File: config.mk
export PLATFORM = sky130hd
export DESIGN_NAME = wdrs_top
export DESIGN_NICKNAME = d
export VERILOG_FILES = /design/src/wdrs_pkg.sv /design/src/wdrs_top.sv
export SDC_FILE = /design/constraint.sdc
export NUM_CORES = 1
export LEC_CHECK = 0
export BUFFER_PORTS_ARGS = -buffer_cell sky130_fd_sc_hd__buf_4
export CAP_MARGIN = 20
export CORE_ASPECT_RATIO = 0.9
export CORE_MARGIN = 3
export CORE_UTILIZATION = 51
export DETAILED_ROUTE_END_ITERATION = 10
export GPL_TIMING_DRIVEN = 0
export PLACE_DENSITY = 0.77
export SLEW_MARGIN = 20
export SYNTH_ARGS = -nofsm -noshare
export SYNTH_HDL_FRONTEND = slang
export SYNTH_SLANG_ARGS = --single-unit
export TNS_END_PERCENT = 20
File: constraint.sdc
create_clock -name clk_i -period 3.3 [get_ports clk_i]
set_input_delay 0.825 -clock clk_i [delete_from_list [all_inputs] [get_ports clk_i]]
set_output_delay 0.825 -clock clk_i [all_outputs]
set_load 0.1 [all_outputs]
File: src/wdrs_pkg.sv
/*
  package for the watchdog and regulator standby block: register map,
  field positions, reset values and timing counts.
  assumes a 100 MHz system clock and a 32-bit apb register bus.
*/
`default_nettype none

package wdrs_pkg;

  // ****************************************************************
  // bus offsets (byte addresses)
  // ****************************************************************
  localparam logic [11:0] WDRS_OFF_CONFIG = 12'h000;
  localparam logic [11:0] WDRS_OFF_CTRL   = 12'h004;
  localparam logic [11:0] WDRS_OFF_RSTCTL = 12'h008;
  localparam logic [11:0] WDRS_OFF_STATUS = 12'h00C;
  localparam logic [11:0] WDRS_OFF_MASK   = 12'h010;
  localparam logic [11:0] WDRS_OFF_COUNT  = 12'h014;

  // ****************************************************************
  // config word fields
  // ****************************************************************
  localparam int WDRS_CFG_PS_LSB = 0;
  localparam int WDRS_CFG_PSA    = 4;
  localparam int WDRS_CFG_EN     = 5;

  // ****************************************************************
  // control register: write-one command strobes
  // ****************************************************************
  localparam int WDRS_CTL_CLEAR = 0;
  localparam int WDRS_CTL_SLEEP = 1;
  localparam int WDRS_CTL_IDLE  = 2;
  localparam int WDRS_CTL_SWCLK = 3;

  // ****************************************************************
  // reset control register fields
  // ****************************************************************
  localparam int WDRS_RC_BROWN = 1;
  localparam int WDRS_RC_IDLE  = 2;
  localparam int WDRS_RC_SLEEP = 3;
  localparam int WDRS_RC_TMO   = 4;
  localparam int WDRS_RC_STBY  = 8;

  // ****************************************************************
  // interrupt status bits
  // ****************************************************************
  localparam int WDRS_IRQ_WAKE = 0;
  localparam int WDRS_IRQ_RST  = 1;
  localparam int WDRS_IRQ_BROWN = 2;
  localparam int WDRS_IRQ_W    = 3;

  // ****************************************************************
  // reset values
  // ****************************************************************
  localparam logic [31:0] WDRS_CONFIG_RST = 32'h0000_002F;
  localparam logic [31:0] WDRS_ZERO       = 32'h0000_0000;

  // ****************************************************************
  // timing
  // ****************************************************************
  localparam int WDRS_CLK_HZ        = 100_000_000;
  localparam int WDRS_SLOWOSC_HZ    = 31_000;
  localparam int WDRS_SLOWOSC_CYC   = WDRS_CLK_HZ / WDRS_SLOWOSC_HZ;
  localparam int WDRS_PRE_SHORT     = 32;
  localparam int WDRS_PRE_LONG      = 128;
  localparam int WDRS_REGSTART_NS   = 10_000;
  localparam int WDRS_CLK_NS        = 10;
  localparam int WDRS_REGSTART_CYC  = (WDRS_REGSTART_NS + WDRS_CLK_NS - 1) / WDRS_CLK_NS;

  typedef enum logic [1:0] {
    WDRS_RUN,
    WDRS_SLEEP,
    WDRS_IDLE,
    WDRS_WAKE
  } wdrs_mode_e;

endpackage

`default_nettype wire

File: src/wdrs_top.sv
/*
  watchdog timer with brown-out capture and regulator standby control,
  reached over apb.
  assumes a 100 MHz clock, a synchronous active-high reset, and that the
  surrounding core reports clock-switch completion and brown-out as pulses.
*/
// Notes on behaviour
// - watchdog ticks from the low-power rc oscillator, enabled with the watchdog
// - prescaler divides by 32 or 128, chosen by a configuration bit
// - base timeout about 1 ms or 4 ms at 31 kHz
// - postscaler divides by one of 16 ratios, 1:1 to 1:32768
// - any device reset clears counter, prescaler and postscaler
// - completed clock switch clears counter, prescaler and postscaler
// - entering sleep or idle clears counter, prescaler and postscaler
// - leaving sleep or idle clears counter, prescaler and postscaler
// - clear instruction clears counter, prescaler and postscaler
// - enabled watchdog keeps counting in sleep and idle
// - timeout in sleep or idle wakes the core instead of resetting
// - timeout flag is sticky; only software clears it
// - brown-out with regulator enabled raises reset and sets brown-out flag
// - standby bit clear: regulator off and flash unpowered in sleep
// - waking from regulator standby waits the regulator start-up interval
// - standby bit set: flash stays powered, wake without start-up wait
// - start-up interval about 10 us, execution held throughout
`timescale 1ns/1ps
`default_nettype none

module wdrs_top
  import wdrs_pkg::*;
#(
  parameter int SLOWOSC_CYC  = WDRS_SLOWOSC_CYC,
  parameter int REGSTART_CYC = WDRS_REGSTART_CYC
) (
  input  wire logic        clk_i,
  input  wire logic        reset_i,
  input  wire logic        psel_i,
  input  wire logic        penable_i,
  input  wire logic        pwrite_i,
  input  wire logic [11:0] paddr_i,
  input  wire logic [31:0] pwdata_i,
  input  wire logic [3:0]  pstrb_i,
  output logic      [31:0] prdata_o,
  output logic             pready_o,
  output logic             pslverr_o,
  input  wire logic        regulator_en_i,
  input  wire logic        brownout_i,
  input  wire logic        clk_switch_done_i,
  input  wire logic        wake_event_i,
  output logic             device_reset_o,
  output logic             core_run_o,
  output logic             low_power_rc_osc_en_o,
  output logic             flash_power_o,
  output logic             regulator_on_o,
  output logic             irq_o
);

  // ****************************************************************
  // registers and state
  // ****************************************************************
  logic [5:0]            config_word_one_r;
  logic [WDRS_IRQ_W-1:0] status_r;
  logic [WDRS_IRQ_W-1:0] mask_r;
  logic                  brownout_reset_flag_r;
  logic                  wdog_timeout_flag_r;
  logic                  sleep_flag_r;
  logic                  idle_flag_r;
  logic                  regulator_standby_control_r;
  wdrs_mode_e            mode_r;
  logic [15:0]           osc_div_r;
  logic [6:0]            prescale_r;
  logic [14:0]           watchdog_counter_r;
  logic [15:0]           regstart_r;
  logic                  rst_req_r;

  logic       wr_en;
  logic       rd_en;
  logic       wdog_en;
  logic       osc_tick;
  logic       pre_tick;
  logic       timeout;
  logic       wdog_clear_instr;
  logic       power_save_sleep;
  logic       power_save_idle;
  logic       wdog_wipe;
  logic       wake;
  logic       in_low_power;
  logic [3:0] wdog_postscale_select;

  function automatic logic [14:0] post_limit(input logic [3:0] sel);
    post_limit = 15'((32'd1 << sel) - 32'd1);
  endfunction

  function automatic logic wr_hit(input logic [11:0] off);
    wr_hit = wr_en && (paddr_i == off) && pstrb_i[0];
  endfunction

  // ****************************************************************
  // apb decode
  // ****************************************************************
  assign wr_en = psel_i && penable_i && pwrite_i && pready_o;
  assign rd_en = psel_i && !penable_i && !pwrite_i;

  assign wdog_en               = config_word_one_r[WDRS_CFG_EN];
  assign wdog_postscale_select = config_word_one_r[3:0];
  assign in_low_power          = (mode_r == WDRS_SLEEP) || (mode_r == WDRS_IDLE);
  assign wdog_clear_instr      = wr_hit(WDRS_OFF_CTRL) && pwdata_i[WDRS_CTL_CLEAR]
                                 && (mode_r == WDRS_RUN);
  assign power_save_sleep      = wr_hit(WDRS_OFF_CTRL) && pwdata_i[WDRS_CTL_SLEEP]
                                 && (mode_r == WDRS_RUN);
  assign power_save_idle       = wr_hit(WDRS_OFF_CTRL) && pwdata_i[WDRS_CTL_IDLE]
                                 && (mode_r == WDRS_RUN) && !power_save_sleep;

  // ****************************************************************
  // watchdog clock and counters
  // ****************************************************************
  assign osc_tick  = wdog_en && (osc_div_r == 16'(SLOWOSC_CYC - 1));
  assign pre_tick  = osc_tick && (prescale_r == (config_word_one_r[WDRS_CFG_PSA]
                     ? 7'(WDRS_PRE_LONG - 1) : 7'(WDRS_PRE_SHORT - 1)));
  assign timeout   = pre_tick && (watchdog_counter_r == post_limit(wdog_postscale_select));
  assign wake      = in_low_power && (timeout || wake_event_i);
  assign wdog_wipe = clk_switch_done_i
                     || power_save_sleep || power_save_idle
                     || (mode_r == WDRS_WAKE && regstart_r == 16'd0)
                     || wdog_clear_instr
                     || timeout || rst_req_r;

  always_ff @(posedge clk_i) begin
    if (reset_i || wdog_wipe || !wdog_en) begin
      osc_div_r <= 16'd0;
    end else if (osc_tick) begin
      osc_div_r <= 16'd0;
    end else begin
      osc_div_r <= osc_div_r + 16'd1;
    end
  end

  always_ff @(posedge clk_i) begin
    if (reset_i || wdog_wipe) begin
      prescale_r <= 7'd0;
    end else if (pre_tick) begin
      prescale_r <= 7'd0;
    end else if (osc_tick) begin
      prescale_r <= prescale_r + 7'd1;
    end
  end

  always_ff @(posedge clk_i) begin
    if (reset_i || wdog_wipe) begin
      watchdog_counter_r <= 15'd0;
    end else if (pre_tick) begin
      watchdog_counter_r <= watchdog_counter_r + 15'd1;
    end
  end

  // ****************************************************************
  // power mode sequencing
  // ****************************************************************
  always_ff @(posedge clk_i) begin
    if (reset_i || rst_req_r) begin
      mode_r     <= WDRS_RUN;
      regstart_r <= 16'd0;
    end else begin
      unique case (mode_r)
        WDRS_RUN: begin
          if (power_save_sleep) begin
            mode_r <= WDRS_SLEEP;
          end else if (power_save_idle) begin
            mode_r <= WDRS_IDLE;
          end
        end
        WDRS_SLEEP: begin
          if (wake) begin
            mode_r     <= WDRS_WAKE;
            regstart_r <= (regulator_en_i && !regulator_standby_control_r)
                          ? 16'(REGSTART_CYC - 1) : 16'd0;
          end
        end
        WDRS_IDLE: begin
          if (wake) begin
            mode_r     <= WDRS_WAKE;
            regstart_r <= 16'd0;
          end
        end
        WDRS_WAKE: begin
          if (regstart_r == 16'd0) begin
            mode_r <= WDRS_RUN;
          end else begin
            regstart_r <= regstart_r - 16'd1;
          end
        end
      endcase
    end
  end

  // ****************************************************************
  // reset requests
  // ****************************************************************
  always_ff @(posedge clk_i) begin
    if (reset_i) begin
      rst_req_r <= 1'b0;
    end else begin
      rst_req_r <= (timeout && mode_r == WDRS_RUN)
                   || (brownout_i && regulator_en_i);
    end
  end

  // ****************************************************************
  // software registers
  // ****************************************************************
  always_ff @(posedge clk_i) begin
    if (reset_i) begin
      config_word_one_r           <= WDRS_CONFIG_RST[5:0];
      mask_r                      <= WDRS_ZERO[WDRS_IRQ_W-1:0];
      regulator_standby_control_r <= 1'b0;
    end else begin
      if (wr_hit(WDRS_OFF_CONFIG)) begin
        config_word_one_r <= pwdata_i[5:0];
      end
      if (wr_hit(WDRS_OFF_MASK)) begin
        mask_r <= pwdata_i[WDRS_IRQ_W-1:0];
      end
      if (wr_en && paddr_i == WDRS_OFF_RSTCTL && pstrb_i[1]) begin
        regulator_standby_control_r <= pwdata_i[WDRS_RC_STBY];
      end
    end
  end

  // hardware set wins over software write-zero
  always_ff @(posedge clk_i) begin
    if (reset_i) begin
      wdog_timeout_flag_r   <= 1'b0;
      brownout_reset_flag_r <= 1'b0;
      sleep_flag_r          <= 1'b0;
      idle_flag_r           <= 1'b0;
    end else begin
      if (timeout) begin
        wdog_timeout_flag_r <= 1'b1;
      end else if (wr_hit(WDRS_OFF_RSTCTL) && !pwdata_i[WDRS_RC_TMO]) begin
        wdog_timeout_flag_r <= 1'b0;
      end
      if (brownout_i && regulator_en_i) begin
        brownout_reset_flag_r <= 1'b1;
      end else if (wr_hit(WDRS_OFF_RSTCTL) && !pwdata_i[WDRS_RC_BROWN]) begin
        brownout_reset_flag_r <= 1'b0;
      end
      if (power_save_sleep) begin
        sleep_flag_r <= 1'b1;
      end else if (wr_hit(WDRS_OFF_RSTCTL) && !pwdata_i[WDRS_RC_SLEEP]) begin
        sleep_flag_r <= 1'b0;
      end
      if (power_save_idle) begin
        idle_flag_r <= 1'b1;
      end else if (wr_hit(WDRS_OFF_RSTCTL) && !pwdata_i[WDRS_RC_IDLE]) begin
        idle_flag_r <= 1'b0;
      end
    end
  end

  // ****************************************************************
  // interrupt status, write one to clear, set wins
  // ****************************************************************
  always_ff @(posedge clk_i) begin
    if (reset_i) begin
      status_r <= WDRS_ZERO[WDRS_IRQ_W-1:0];
      irq_o    <= 1'b0;
    end else begin
      status_r <= (status_r & ~(wr_hit(WDRS_OFF_STATUS) ? pwdata_i[WDRS_IRQ_W-1:0]
                                                        : {WDRS_IRQ_W{1'b0}}))
                  | {brownout_i && regulator_en_i,
                     timeout && mode_r == WDRS_RUN,
                     timeout && in_low_power};
      irq_o    <= |(status_r & mask_r);
    end
  end

  // ****************************************************************
  // apb answer: one wait-free access, registered read data
  // ****************************************************************
  always_ff @(posedge clk_i) begin
    if (reset_i) begin
      prdata_o  <= WDRS_ZERO;
      pready_o  <= 1'b0;
      pslverr_o <= 1'b0;
    end else begin
      pready_o  <= psel_i && !penable_i;
      pslverr_o <= psel_i && !penable_i && !(paddr_i inside {WDRS_OFF_CONFIG,
                   WDRS_OFF_CTRL, WDRS_OFF_RSTCTL, WDRS_OFF_STATUS, WDRS_OFF_MASK,
                   WDRS_OFF_COUNT});
      if (rd_en) begin
        unique case (paddr_i)
          WDRS_OFF_CONFIG: prdata_o <= {26'd0, config_word_one_r};
          WDRS_OFF_RSTCTL: prdata_o <= {23'd0, regulator_standby_control_r, 3'd0,
                                        wdog_timeout_flag_r, sleep_flag_r, idle_flag_r,
                                        brownout_reset_flag_r, 1'b0};
          WDRS_OFF_STATUS: prdata_o <= {29'd0, status_r};
          WDRS_OFF_MASK:   prdata_o <= {29'd0, mask_r};
          WDRS_OFF_COUNT:  prdata_o <= {17'd0, watchdog_counter_r};
          default:         prdata_o <= WDRS_ZERO;
        endcase
      end
    end
  end

  // ****************************************************************
  // power and reset outputs
  // ****************************************************************
  always_ff @(posedge clk_i) begin
    if (reset_i) begin
      device_reset_o        <= 1'b0;
      core_run_o            <= 1'b1;
      low_power_rc_osc_en_o <= 1'b0;
      flash_power_o         <= 1'b1;
      regulator_on_o        <= 1'b1;
    end else begin
      device_reset_o        <= rst_req_r;
      core_run_o            <= (mode_r == WDRS_RUN) && !rst_req_r;
      low_power_rc_osc_en_o <= wdog_en;
      flash_power_o         <= !(mode_r == WDRS_SLEEP && !regulator_standby_control_r);
      regulator_on_o        <= regulator_en_i
                               && !(mode_r == WDRS_SLEEP && !regulator_standby_control_r);
    end
  end

endmodule

`default_nettype wire

* Word level (Yosys, flattened, before mapping) *
Cells that the tools add are included.

word-level totals
  bits in registers = 114
  latch bits = 0
  RAM bits = 0
  bits in read-only memories = 0
  word-level logic and storage cells = 150
  memories kept = 0

cells by class
  add/subtract/negate cells = 5
  multipliers = 0
  divide/modulo/power cells = 0
  order comparisons = 0
  equal/unequal tests = 17
  shifts and indexed selects = 1
  multiplexer cells = 21
  bitwise gates (word level) = 4
  reduce and logical (&&, ||, !) cells = 79

operators with widths
  cell                                                                      count
  15-bit one-hot mux with 5 select lines                                    1
  16-bit 2-to-1 mux                                                         3
  16-bit one-hot mux with 3 select lines                                    1
  1-bit logical AND                                                         40
  12-bit by 4-bit equality test with 1-bit output (second input constant)   2
  12-bit by 5-bit equality test with 1-bit output (second input constant)   2
  16-bit by 1-bit adder with 16-bit output (second input constant)          1
  16-bit by 12-bit equality test with 1-bit output (second input constant)  1
  16-bit logical NOT                                                        1
  16-bit by 1-bit subtractor with 16-bit output (second input constant)     1
  15-bit by 1-bit adder with 15-bit output (second input constant)          1
  15-bit equality test                                                      1
  1-bit by 4-bit left shift with 15-bit output (first input constant)       1
  15-bit by 1-bit subtractor with 15-bit output (second input constant)     1
  12-bit by 3-bit equality test with 1-bit output (second input constant)   1
  1-bit logical NOT                                                         12
  12-bit logical NOT                                                        1
  1-bit logical OR                                                          12
  10-bit 2-to-1 mux                                                         1
  1-bit 2-to-1 mux                                                          8
  2-bit 2-to-1 mux                                                          4
  2-bit nonzero test                                                        4
  7-bit by 1-bit adder with 7-bit output (second input constant)            1
  7-bit equality test                                                       1
  other kinds (18)                                                          25

* Logic depth before layout (Yosys ltp) *
Gate-level depths: netlist of run 1.

  word-level depth = 17
  gate-level depth with buffers = 18

* Worst setup path before layout of run 1 *
No wires, ideal clock.

  path kind = register -> register
  from = register config_word_one_r[1]
  to = register osc_div_r[12]
  library setup time = 0.130 ns
  arrival = 3.255 ns
  required time = 3.170 ns
  setup slack = -0.085 ns
  cell stages (with the launch flop) = 18
  path buffers = 6
  period minus slack after synthesis = 3.385 ns
  cells stage by stage = dfxtp_1 buf_2 buf_2 buf_2 nor2_1 nand2_1 ha_1 buf_2 inv_1 o21ai_0 a311o_1 a2111oi_2 nand2_2 a2111oi_4 or2_1 buf_4 buf_4 nor3_1

between the ends
  cells in the longest elaborated chain, start to end = 9

ends and longest elaborated chain
  element                                        line             RTL
  start: declaration                             wdrs_top.sv:60   logic [5:0] config_word_one_r;
  start signal: assignment                       wdrs_top.sv:212  config_word_one_r <= WDRS_CONFIG_RST[5:0];
  start signal: assignment                       wdrs_top.sv:217  config_word_one_r <= pwdata_i[5:0];
  1-bit by 4-bit left shift with 15-bit output   wdrs_top.sv:90   post_limit = 15'((32'd1 << sel) - 32'd1);
  15-bit by 1-bit subtractor with 15-bit output  wdrs_top.sv:90
  15-bit equality test                           wdrs_top.sv:119  assign timeout = pre_tick && (watchdog_counter_r == post_limit(wdog_postscale_select));
  1-bit logical AND                              wdrs_top.sv:119
  1-bit logical OR (2 in series)                 wdrs_top.sv:125  || timeout || rst_req_r;
  1-bit logical OR (2 in series)                 wdrs_top.sv:128  if (reset_i || wdog_wipe || !wdog_en) begin
  2-bit OR reduction (no source line)            -
  end signal: assignment                         wdrs_top.sv:133  osc_div_r <= osc_div_r + 16'd1;
  end: declaration                               wdrs_top.sv:69   logic [15:0] osc_div_r;

Every way passes these cells.
A chain may end at the register's enable or synchronous reset.

* Worst setup path in the final report of run 1 *
  from = register config_word_one_r[3]
  to = register osc_div_r[12]

The elaborated chain is that of the path after synthesis.

==> results, run 1 <==
- Headroom to the max-slew limit came out at 30.9%.
- The highest layer touched by signal routing is met4.
- The count of nets left with antenna violations once routing finished came out at 0.
- Wires add up to 15.9 mm.
- The checks that failed: setup timing.
- Subtracting the final worst setup slack from the clock period gives 3380 ps.
- On the final layout, the worst clock skew is 9.28 ps.
- The die covers 12000 um2.
- The largest fanout of any net on the critical path is 8.
- Setup slack on the critical path of the routed design comes to -77.9 ps.
- Compared with the post-synthesis result, the final layout area differs by 29.8%.
- The detailed-route wire length on metal 1 is 6.76 mm.
- Counting flops and latches in the post-synthesis netlist gives 97.
- The category of the worst setup path launch point is a register.
- Timing would allow up to 0.296 GHz.
- The largest net degree at the start of global routing is 19.
- The sequential element share of the synthesized area is 35.5%.
- The core region is 10300 um2.
- The data arrival time of the critical path is 3590 ps.
- The number of hold-repair buffers added at the cts stage is 0.
- For the worst setup path, the data required time is 3510 ps.
- The worst setup path is of the register to register kind.
- Hold timing on the final database bottoms out at a slack of 467 ps.
- The CTS H-tree depth is 3.
- The global router's overall resource usage is 25.2%.
- Setup total negative slack on the finished layout was measured at -1690 ps.
- Counting flops with an async set or reset pin after synthesis yields a share of 0%.
- The detailed-route via count is 5515.
- After legalization and detailed placement, the total HPWL measured 10.6 mm.
- TritonCTS built the clock tree.
- The area of the mapped netlist is 5470 um2.
- For this run, the number of Yosys warnings is 0.
- The maximum number of buffers from clock root to sink is 2.
- 97 I/O pins were placed.
- Port buffering added 50 buffers.
- The type of destination of the critical path is a register.
- The floorplan step set the die height to 104 um.
- After detailed routing, the number of remaining DRC violations is 0.
- At the later pin of the worst-skew pair, clock insertion delay measures 350 ps.
- The number of failing hold endpoints at the final stage is 0.
- Of the cells placed in the final design, the portion with a size suffix greater than 1 is 25.8%.
- The number of distinct library cells after synthesis is 72.
- The horizontal die dimension is 115 um.
- The number of global-route vias before repair is 5192.
- The final layout net count is 859.
- The tree is rooted in a sky130_fd_sc_hd__clkbuf_16.
- Setup repair after global routing could not meet its margin everywhere.
- Once the floorplan was initialized, standard cells occupied 52.9% of the core.
- Prior to clock tree synthesis, the placed netlist has a worst setup slack of -750 ps.
- The leakage power is 2.77 nW.
- Of the available clock period, the critical path in the final layout requires 102%.
- The post-detailed-route wirelength per cell is 17.2 um.
- The number of filler instances in the final layout is 811.
- The number of flops mapped to enable cells by yosys is 0.
- The clock buffer count from CTS is 9.
- The final cell utilization of the core is 68.7%.
- The max-slew violation count is 0.
- In the detailed route, the total length drawn on met2 is 7.62 mm.
- The initial antenna violation count is 0.
- At the pin with the least slew margin, the transition time is 1030 ps.
- The maximum ir drop on the vdd rail is 0.335 mV.
- The mean instance size in the synthesized netlist is 7.99 um2.
- The floorplan has 35 rows.
- The first-pass GRT wire length is 24.7 mm.
- After detailed routing, the number of vias per cell comes to 5.96.
- The clock transition at the registers of the reported paths is 70 ps.
- The global placement routability congestion is 0.912.
- The total overflow reported by the global router is 0.
- In this run the power density over the cells is 350 nW/um2.
- The first-pass iteration count of the detailed router is 5.
- The number of antenna diodes in the final layout is 0.
- The detailed router finished its first iteration with 416 violations.
- The flow ran to the end, but the final reports show violations.
- The gate count of the mapped netlist is 684.
- Setup violations remaining at the end of the flow were counted as 32.
- The tool flagged a number of max-cap violations equal to 0.
- Summed over all nets, wire length on met3 after detailed routing comes to 981 um.
- Among all flip-flop cells after synthesis, the most frequent one is sky130_fd_sc_hd__dfxtp_1.
- In this run the worst hold path is classified as register to register.
- The CTS sink count is 97.
[Yosys cell counts, types with 7 or more instances]
master / instances / area, um2
sky130_fd_sc_hd__buf_2: 12 / 60.1
sky130_fd_sc_hd__o21ai_0: 20 / 100
sky130_fd_sc_hd__a21oi_1: 47 / 235
sky130_fd_sc_hd__xor2_1: 24 / 210
sky130_fd_sc_hd__mux2i_1: 10 / 100
sky130_fd_sc_hd__dfxtp_1: 97 / 1940
sky130_fd_sc_hd__nor2_1: 83 / 312
sky130_fd_sc_hd__xnor2_1: 21 / 184
sky130_fd_sc_hd__a31oi_1: 7 / 43.8
sky130_fd_sc_hd__inv_1: 25 / 93.8
sky130_fd_sc_hd__nand3_1: 29 / 145
sky130_fd_sc_hd__clkbuf_1: 21 / 78.8
sky130_fd_sc_hd__nand4_1: 12 / 75.1
sky130_fd_sc_hd__ha_1: 11 / 138
sky130_fd_sc_hd__buf_4: 23 / 173
sky130_fd_sc_hd__nor3_1: 33 / 165
sky130_fd_sc_hd__nand2b_1: 10 / 62.6
sky130_fd_sc_hd__a211oi_1: 7 / 52.6
sky130_fd_sc_hd__and3_1: 8 / 50.1
sky130_fd_sc_hd__nor4_1: 11 / 68.8
sky130_fd_sc_hd__and2_1: 8 / 50.1
sky130_fd_sc_hd__nand2_1: 62 / 233
[critical path, cell delays in order, from the launching register on]
cell	delay, ps
sky130_fd_sc_hd__dfxtp_4	370
sky130_fd_sc_hd__buf_12	140
sky130_fd_sc_hd__nor3_4	250
sky130_fd_sc_hd__nand2_2	100
sky130_fd_sc_hd__ha_4	190
sky130_fd_sc_hd__buf_8	140
sky130_fd_sc_hd__nor4_4	270
sky130_fd_sc_hd__o211a_1	210
sky130_fd_sc_hd__a221oi_2	50
sky130_fd_sc_hd__a2111oi_4	390
sky130_fd_sc_hd__nand2_2	130
sky130_fd_sc_hd__a2111oi_4	440
sky130_fd_sc_hd__or2_1	200
sky130_fd_sc_hd__buf_6	160
sky130_fd_sc_hd__buf_8	140
sky130_fd_sc_hd__nor3_2	40
[placed cells by master, fill, tap and decap left out, types with 17 or more instances in the layout]
master | Yosys | final
sky130_fd_sc_hd__nor3_1 | 33 | 20
sky130_fd_sc_hd__nand2_1 | 62 | 59
sky130_fd_sc_hd__o21ai_0 | 20 | 18
sky130_fd_sc_hd__xnor2_1 | 21 | 20
sky130_fd_sc_hd__clkbuf_1 | 21 | 20
sky130_fd_sc_hd__nand3_1 | 29 | 29
sky130_fd_sc_hd__a21oi_1 | 47 | 44
sky130_fd_sc_hd__conb_1 | 1 | 17
sky130_fd_sc_hd__inv_1 | 25 | 24
sky130_fd_sc_hd__nor2_1 | 83 | 76
sky130_fd_sc_hd__buf_4 | 23 | 95
sky130_fd_sc_hd__xor2_1 | 24 | 24
sky130_fd_sc_hd__dfxtp_1 | 97 | 94
[metrics by stage]
step | total power [W] | area, um2 | instances
6_report | 0.00248 | 7100 | 925
3_3_place_gp | 0.00144 | 6080 | 879
4_1_cts | 0.00249 | 6720 | 908
2_1_floorplan | 0.00139 | 5540 | 700
3_5_place_dp | 0.00145 | 6080 | 879
5_1_grt | 0.00256 | 7100 | 925
[power breakdown]
part | total, W | switching, W | internal, W
sequential | 0.00118 | 0.00000510 | 0.00118
combinational | 0.000258 | 0.000187 | 0.0000708
clock | 0.00104 | 0.000492 | 0.000550
total | 0.00248 | 0.000684 | 0.00180
[cell type report]
cell class,instances,area (um2),area share [%]
well taps,129,161,2.27
inverters,25,96.3,1.36
clock buffers,10,239,3.37
flip-flops and latches,97,1950,27.5
plain buffers,55,425,5.99
clock inverters,6,56.3,0.793
multi-input cells,520,3520,49.6
repair buffers,83,649,9.15
[routing by layer]
metal,up-vias,track usage [%]
met5,-,0
met4,0,10.2
met3,51,4.65
met2,228,40.9
met1,2639,32.7
li1,2597,-
[state kept, by name, summed over array words and instances (netlist names)]
signal,flops
watchdog_counter_r,15
mode_r,2
osc_div_r,16
low_power_rc_osc_en_o,1
irq_o,1
regstart_r,16
sleep_flag_r,1
device_reset_o,1
config_word_one_r,6
rst_req_r,1
prdata_o,15
flash_power_o,1
wdog_timeout_flag_r,1
regulator_standby_control_r,1
idle_flag_r,1
brownout_reset_flag_r,1
prescale_r,7
pslverr_o,1
core_run_o,1
mask_r,3
pready_o,1
regulator_on_o,1
status_r,3
[final timing paths]
check | to | cells after the start | slack, ps | from
max | osc_div_r[12] | 15 | -80 | config_word_one_r[3]
min | prdata_o[12] | 2 | 470 | prdata_o[12]
max reg2reg | osc_div_r[12] | 15 | -80 | config_word_one_r[3]
min reg2reg | prdata_o[12] | 2 | 470 | prdata_o[12]
[kinds of logic (layout without fill, tap and decap cells)]
kind of cell               Yosys count  after routing  synth area share, %
buffers and inverters               83            179                 7.55
xor gates and xnor gates            45             45                 7.21
muxes                               12             12                 2.24
other                                1             17               0.0686
adders and majority gates           11             11                 2.52
DFF                                 97             97                 35.5
AOI/OAI and AO/OA                  136            136                 16.8
and+or+nand+nor                    299            299                 28.1
[repair_timing]
item | CTS | global route
cloned | 5 | 0
pin swaps | 9 | 34
resized for setup | 56 | 63
setup buffers | 9 | 19
setup endpoints to repair | 55 | 55
(Power assumes the default switching activity.)
==> inputs of run 2 (changes only) <==
Settings changed: PLACE_DENSITY 0.77 to 0.71.
Clock period 3.3 ns to 3.7 ns, I/O delays scaled along.
==> results, run 2 (same netlist as run 1, synthesis figures left out) <==
- The number of standard cells in the final layout excluding fillers came to 896 (-3.1%).
- The max-slew violation count is 0 (unchanged).
- In this run the worst setup path begins at config_word_one_r[2].
- From synthesis to final layout, the design area changed by 19.8%.
- The clock skew after layout is 12.3 ps (+3.07 ps).
- The register-to-register setup slack is 150 ps (+220 ps).
- The count of input and output buffers came to 50 (unchanged).
- The global placement routability congestion came to 0.924 (+1.3%).
- Setup repair after global routing could not meet its margin everywhere.
- The path type of the worst setup path is register to register.
- The number of placed instances with taps included is 879 (unchanged).
- The clock buffer count from CTS is 9 (unchanged).
- The maximum ir drop on the vdd rail is 0.252 mV (-25%).
- The commonest non-fill, non-tap cell in the layout is sky130_fd_sc_hd__dfxtp_1.
- The area of the die came to 12000 um2 (unchanged).
- The largest net degree at the start of global routing is 17 (-2).
- The final period demand of the worst path is 3550 ps (+176 ps).
- The first-pass GRT wire length is 23.2 mm (-6.0%).
- The areal power density over the cells is 349 nW/um2 (-0.28%).
- The number of diodes is 0 (unchanged).
- The I/O pin count is 97 (unchanged).
- The placeable core area came to 10300 um2 (unchanged).
- The total overflow reported by the global router is 0 (unchanged).
- The logic depth of the worst register-to-register path is 17 (+2).
- The proportion of layout cells with a drive suffix above 1 is 17.6% (-8.2 points).
- The post-detailed-route count of antenna-violating nets is 0 (unchanged).
- The number of failing setup endpoints in the final timing report is 0 (-100%).
- The largest fanout of any net on the critical path is 10 (+2).
- The number of global-route vias before repair is 4713 (-9.2%).
- The final cell utilization of the core is 63.3% (-5.3 points).
- The estimated wirelength of the detail-placed design is 10.4 mm (-1.7%).
- The transition time of the tightest slew-check pin was 1060 ps (+36.8 ps).
- The worst register-to-register path ends at regstart_r[10].
- The number of hold-repair buffers added at the cts stage is 0 (unchanged).
- The top cell types in the final layout, fill and taps aside, are 97 x sky130_fd_sc_hd__dfxtp_1, 82 x sky130_fd_sc_hd__nor2_1, 76 x sky130_fd_sc_hd__buf_4.
- The total number of placement rows was 35 (unchanged).
- The initial antenna violation count came to 0 (unchanged).
- The global routing met2 resource utilization is 35.8% (-5.1 points).
- In this run the critical register-to-register path is launched from config_word_one_r[2].
- The post-detailed-route wirelength per cell came to 15.8 um (-8.0%).
- The flow ran to the end, and the final reports show no timing, DRC or antenna violations.
- The CTS H-tree depth is 3 (unchanged).
- The total negative slack is 0 ps (+1690 ps).
- The worst setup path is launched from a register.
- The chip height is 104 um (unchanged).
- The global router's overall resource usage came to 23.5% (-1.7 points).
- The remaining design rule violation count is 0 (unchanged).
- The overall routed net length is 14.1 mm (-11%).
- The final hold slack was 458 ps (-9.11 ps).
- The critical path endpoint is regstart_r[10].
- The worst-skew pair later-pin latency was 340 ps (about the same).
- The detailed-route via count is 5145 (-6.7%).
- The number of failing hold endpoints at the final stage was 0 (unchanged).
- The initial standard-cell utilization of the core is 52.9% (unchanged).
- The number of filler instances in the final layout was 902 (+11%).
- The first-iteration detailed-routing DRC count is 437 (+5.0%).
- The leakage power came to 2.54 nW (-8.2%).
- The CTS sink count is 97 (unchanged).
- The required time reported for the critical path endpoint was 3920 ps (+410 ps).
- The achievable clock frequency is 0.281 GHz (-5.0%).
- The layer with the highest usage after global routing is met2.
- The first-pass iteration count of the detailed router came to 5 (unchanged).
- The ratio of routed vias to standard cells is 5.74 (-3.7%).
- The largest registers in the layout are osc_div_r x16, regstart_r x16.
- The final cycle utilization of the critical path was 96.1% (-6.3 points).
- The path type of the worst min-delay path is register to register.
- The data arrival time of the critical path was 3770 ps (+180 ps).
- STA classifies the critical path endpoint as a register.
- The buffer type at the clock tree root is sky130_fd_sc_hd__clkbuf_16.
- The headroom to the max-slew limit is 28.4% (-2.5 points).
- The fraction of met3 tracks used by global routing is 4.42% (-0.23 points).
- The total of max-cap violations is 0 (unchanged).
- The maximum number of buffers from clock root to sink is 2 (unchanged).
- The TritonCTS clock tree is built.
- The final layout net count came to 830 (-3.4%).
- The horizontal die dimension is 115 um (unchanged).
- The global-route track usage on met1 is 34.5% (+1.9 points).
- The clock transition at the registers of the reported paths was 70 ps (about the same).
## run 2: worst min path at each step
stage / cells after the start / slack, ps / from / end
finish: 2 / 460 / prdata_o[10] / prdata_o[10]
global route: 2 / 480 / prdata_o[14] / prdata_o[14]
CTS: 2 / 460 / prdata_o[9] / prdata_o[9]
detailed placement: 2 / 450 / prdata_o[7] / prdata_o[7]
global placement: 2 / 440 / regstart_r[8] / regstart_r[8]
floorplan: 2 / 440 / regstart_r[8] / regstart_r[8]
## run 2: repair_timing
action,CTS,global route
gates resized for setup,14,23
gates cloned,0,0
hold endpoints to repair,0,0
setup endpoints to repair,55,51
pin swaps,5,6
setup buffers,2,0
## run 2: critical path, cell delays in order, from the launching register on
cell and delay [ps]:
sky130_fd_sc_hd__dfxtp_1 340, sky130_fd_sc_hd__clkbuf_4 210, sky130_fd_sc_hd__buf_6 160, sky130_fd_sc_hd__buf_6 150, sky130_fd_sc_hd__nor2_1 60, sky130_fd_sc_hd__nand2_1 60, sky130_fd_sc_hd__ha_1 160, sky130_fd_sc_hd__clkbuf_4 210
sky130_fd_sc_hd__buf_4 180, sky130_fd_sc_hd__buf_6 150, sky130_fd_sc_hd__nand2b_1 110, sky130_fd_sc_hd__o221ai_1 150, sky130_fd_sc_hd__nor4_1 360, sky130_fd_sc_hd__and4b_2 340, sky130_fd_sc_hd__nand4_4 200, sky130_fd_sc_hd__a211oi_1 350
sky130_fd_sc_hd__xnor2_1 160, sky130_fd_sc_hd__nor2_1 50
## run 2: layer usage
metal  part of all wire (%)  wire (um)
met1                     49       6870
met2                     45       6320
met3                    6.1        870
met4                   0.62         88
met5                      0          0
## run 2: through the flow
step | worst slack (ps) | area [um2] | power, W
after floorplan | 315 | 5530 | 0.00124
after detailed placement | -451 | 6070 | 0.00129
after CTS | 30.7 | 6470 | 0.00230
after global placement | -481 | 6060 | 0.00129
after global routing | -39.9 | 6550 | 0.00236
final | 146 | 6550 | 0.00228
## run 2: layout make-up
type                            instances  area, um2  area share, %
Buffer                                 57        364           5.56
Tap cell                              129        161           2.47
Clock inverter                          6       87.6           1.34
Inverter                               25       93.8           1.43
Clock buffer                           10        239           3.65
Sequential cell                        97       1940           29.7
Multi-Input combinational cell        520       3270           49.9
Timing Repair Buffer                   52        390           5.96
## run 2: power by group
group,total (W),switching (W),internal (W)
Combinational,0.000214,0.000159,0.0000549
Sequential,0.00106,0.00000441,0.00105
Clock,0.00101,0.000400,0.000613
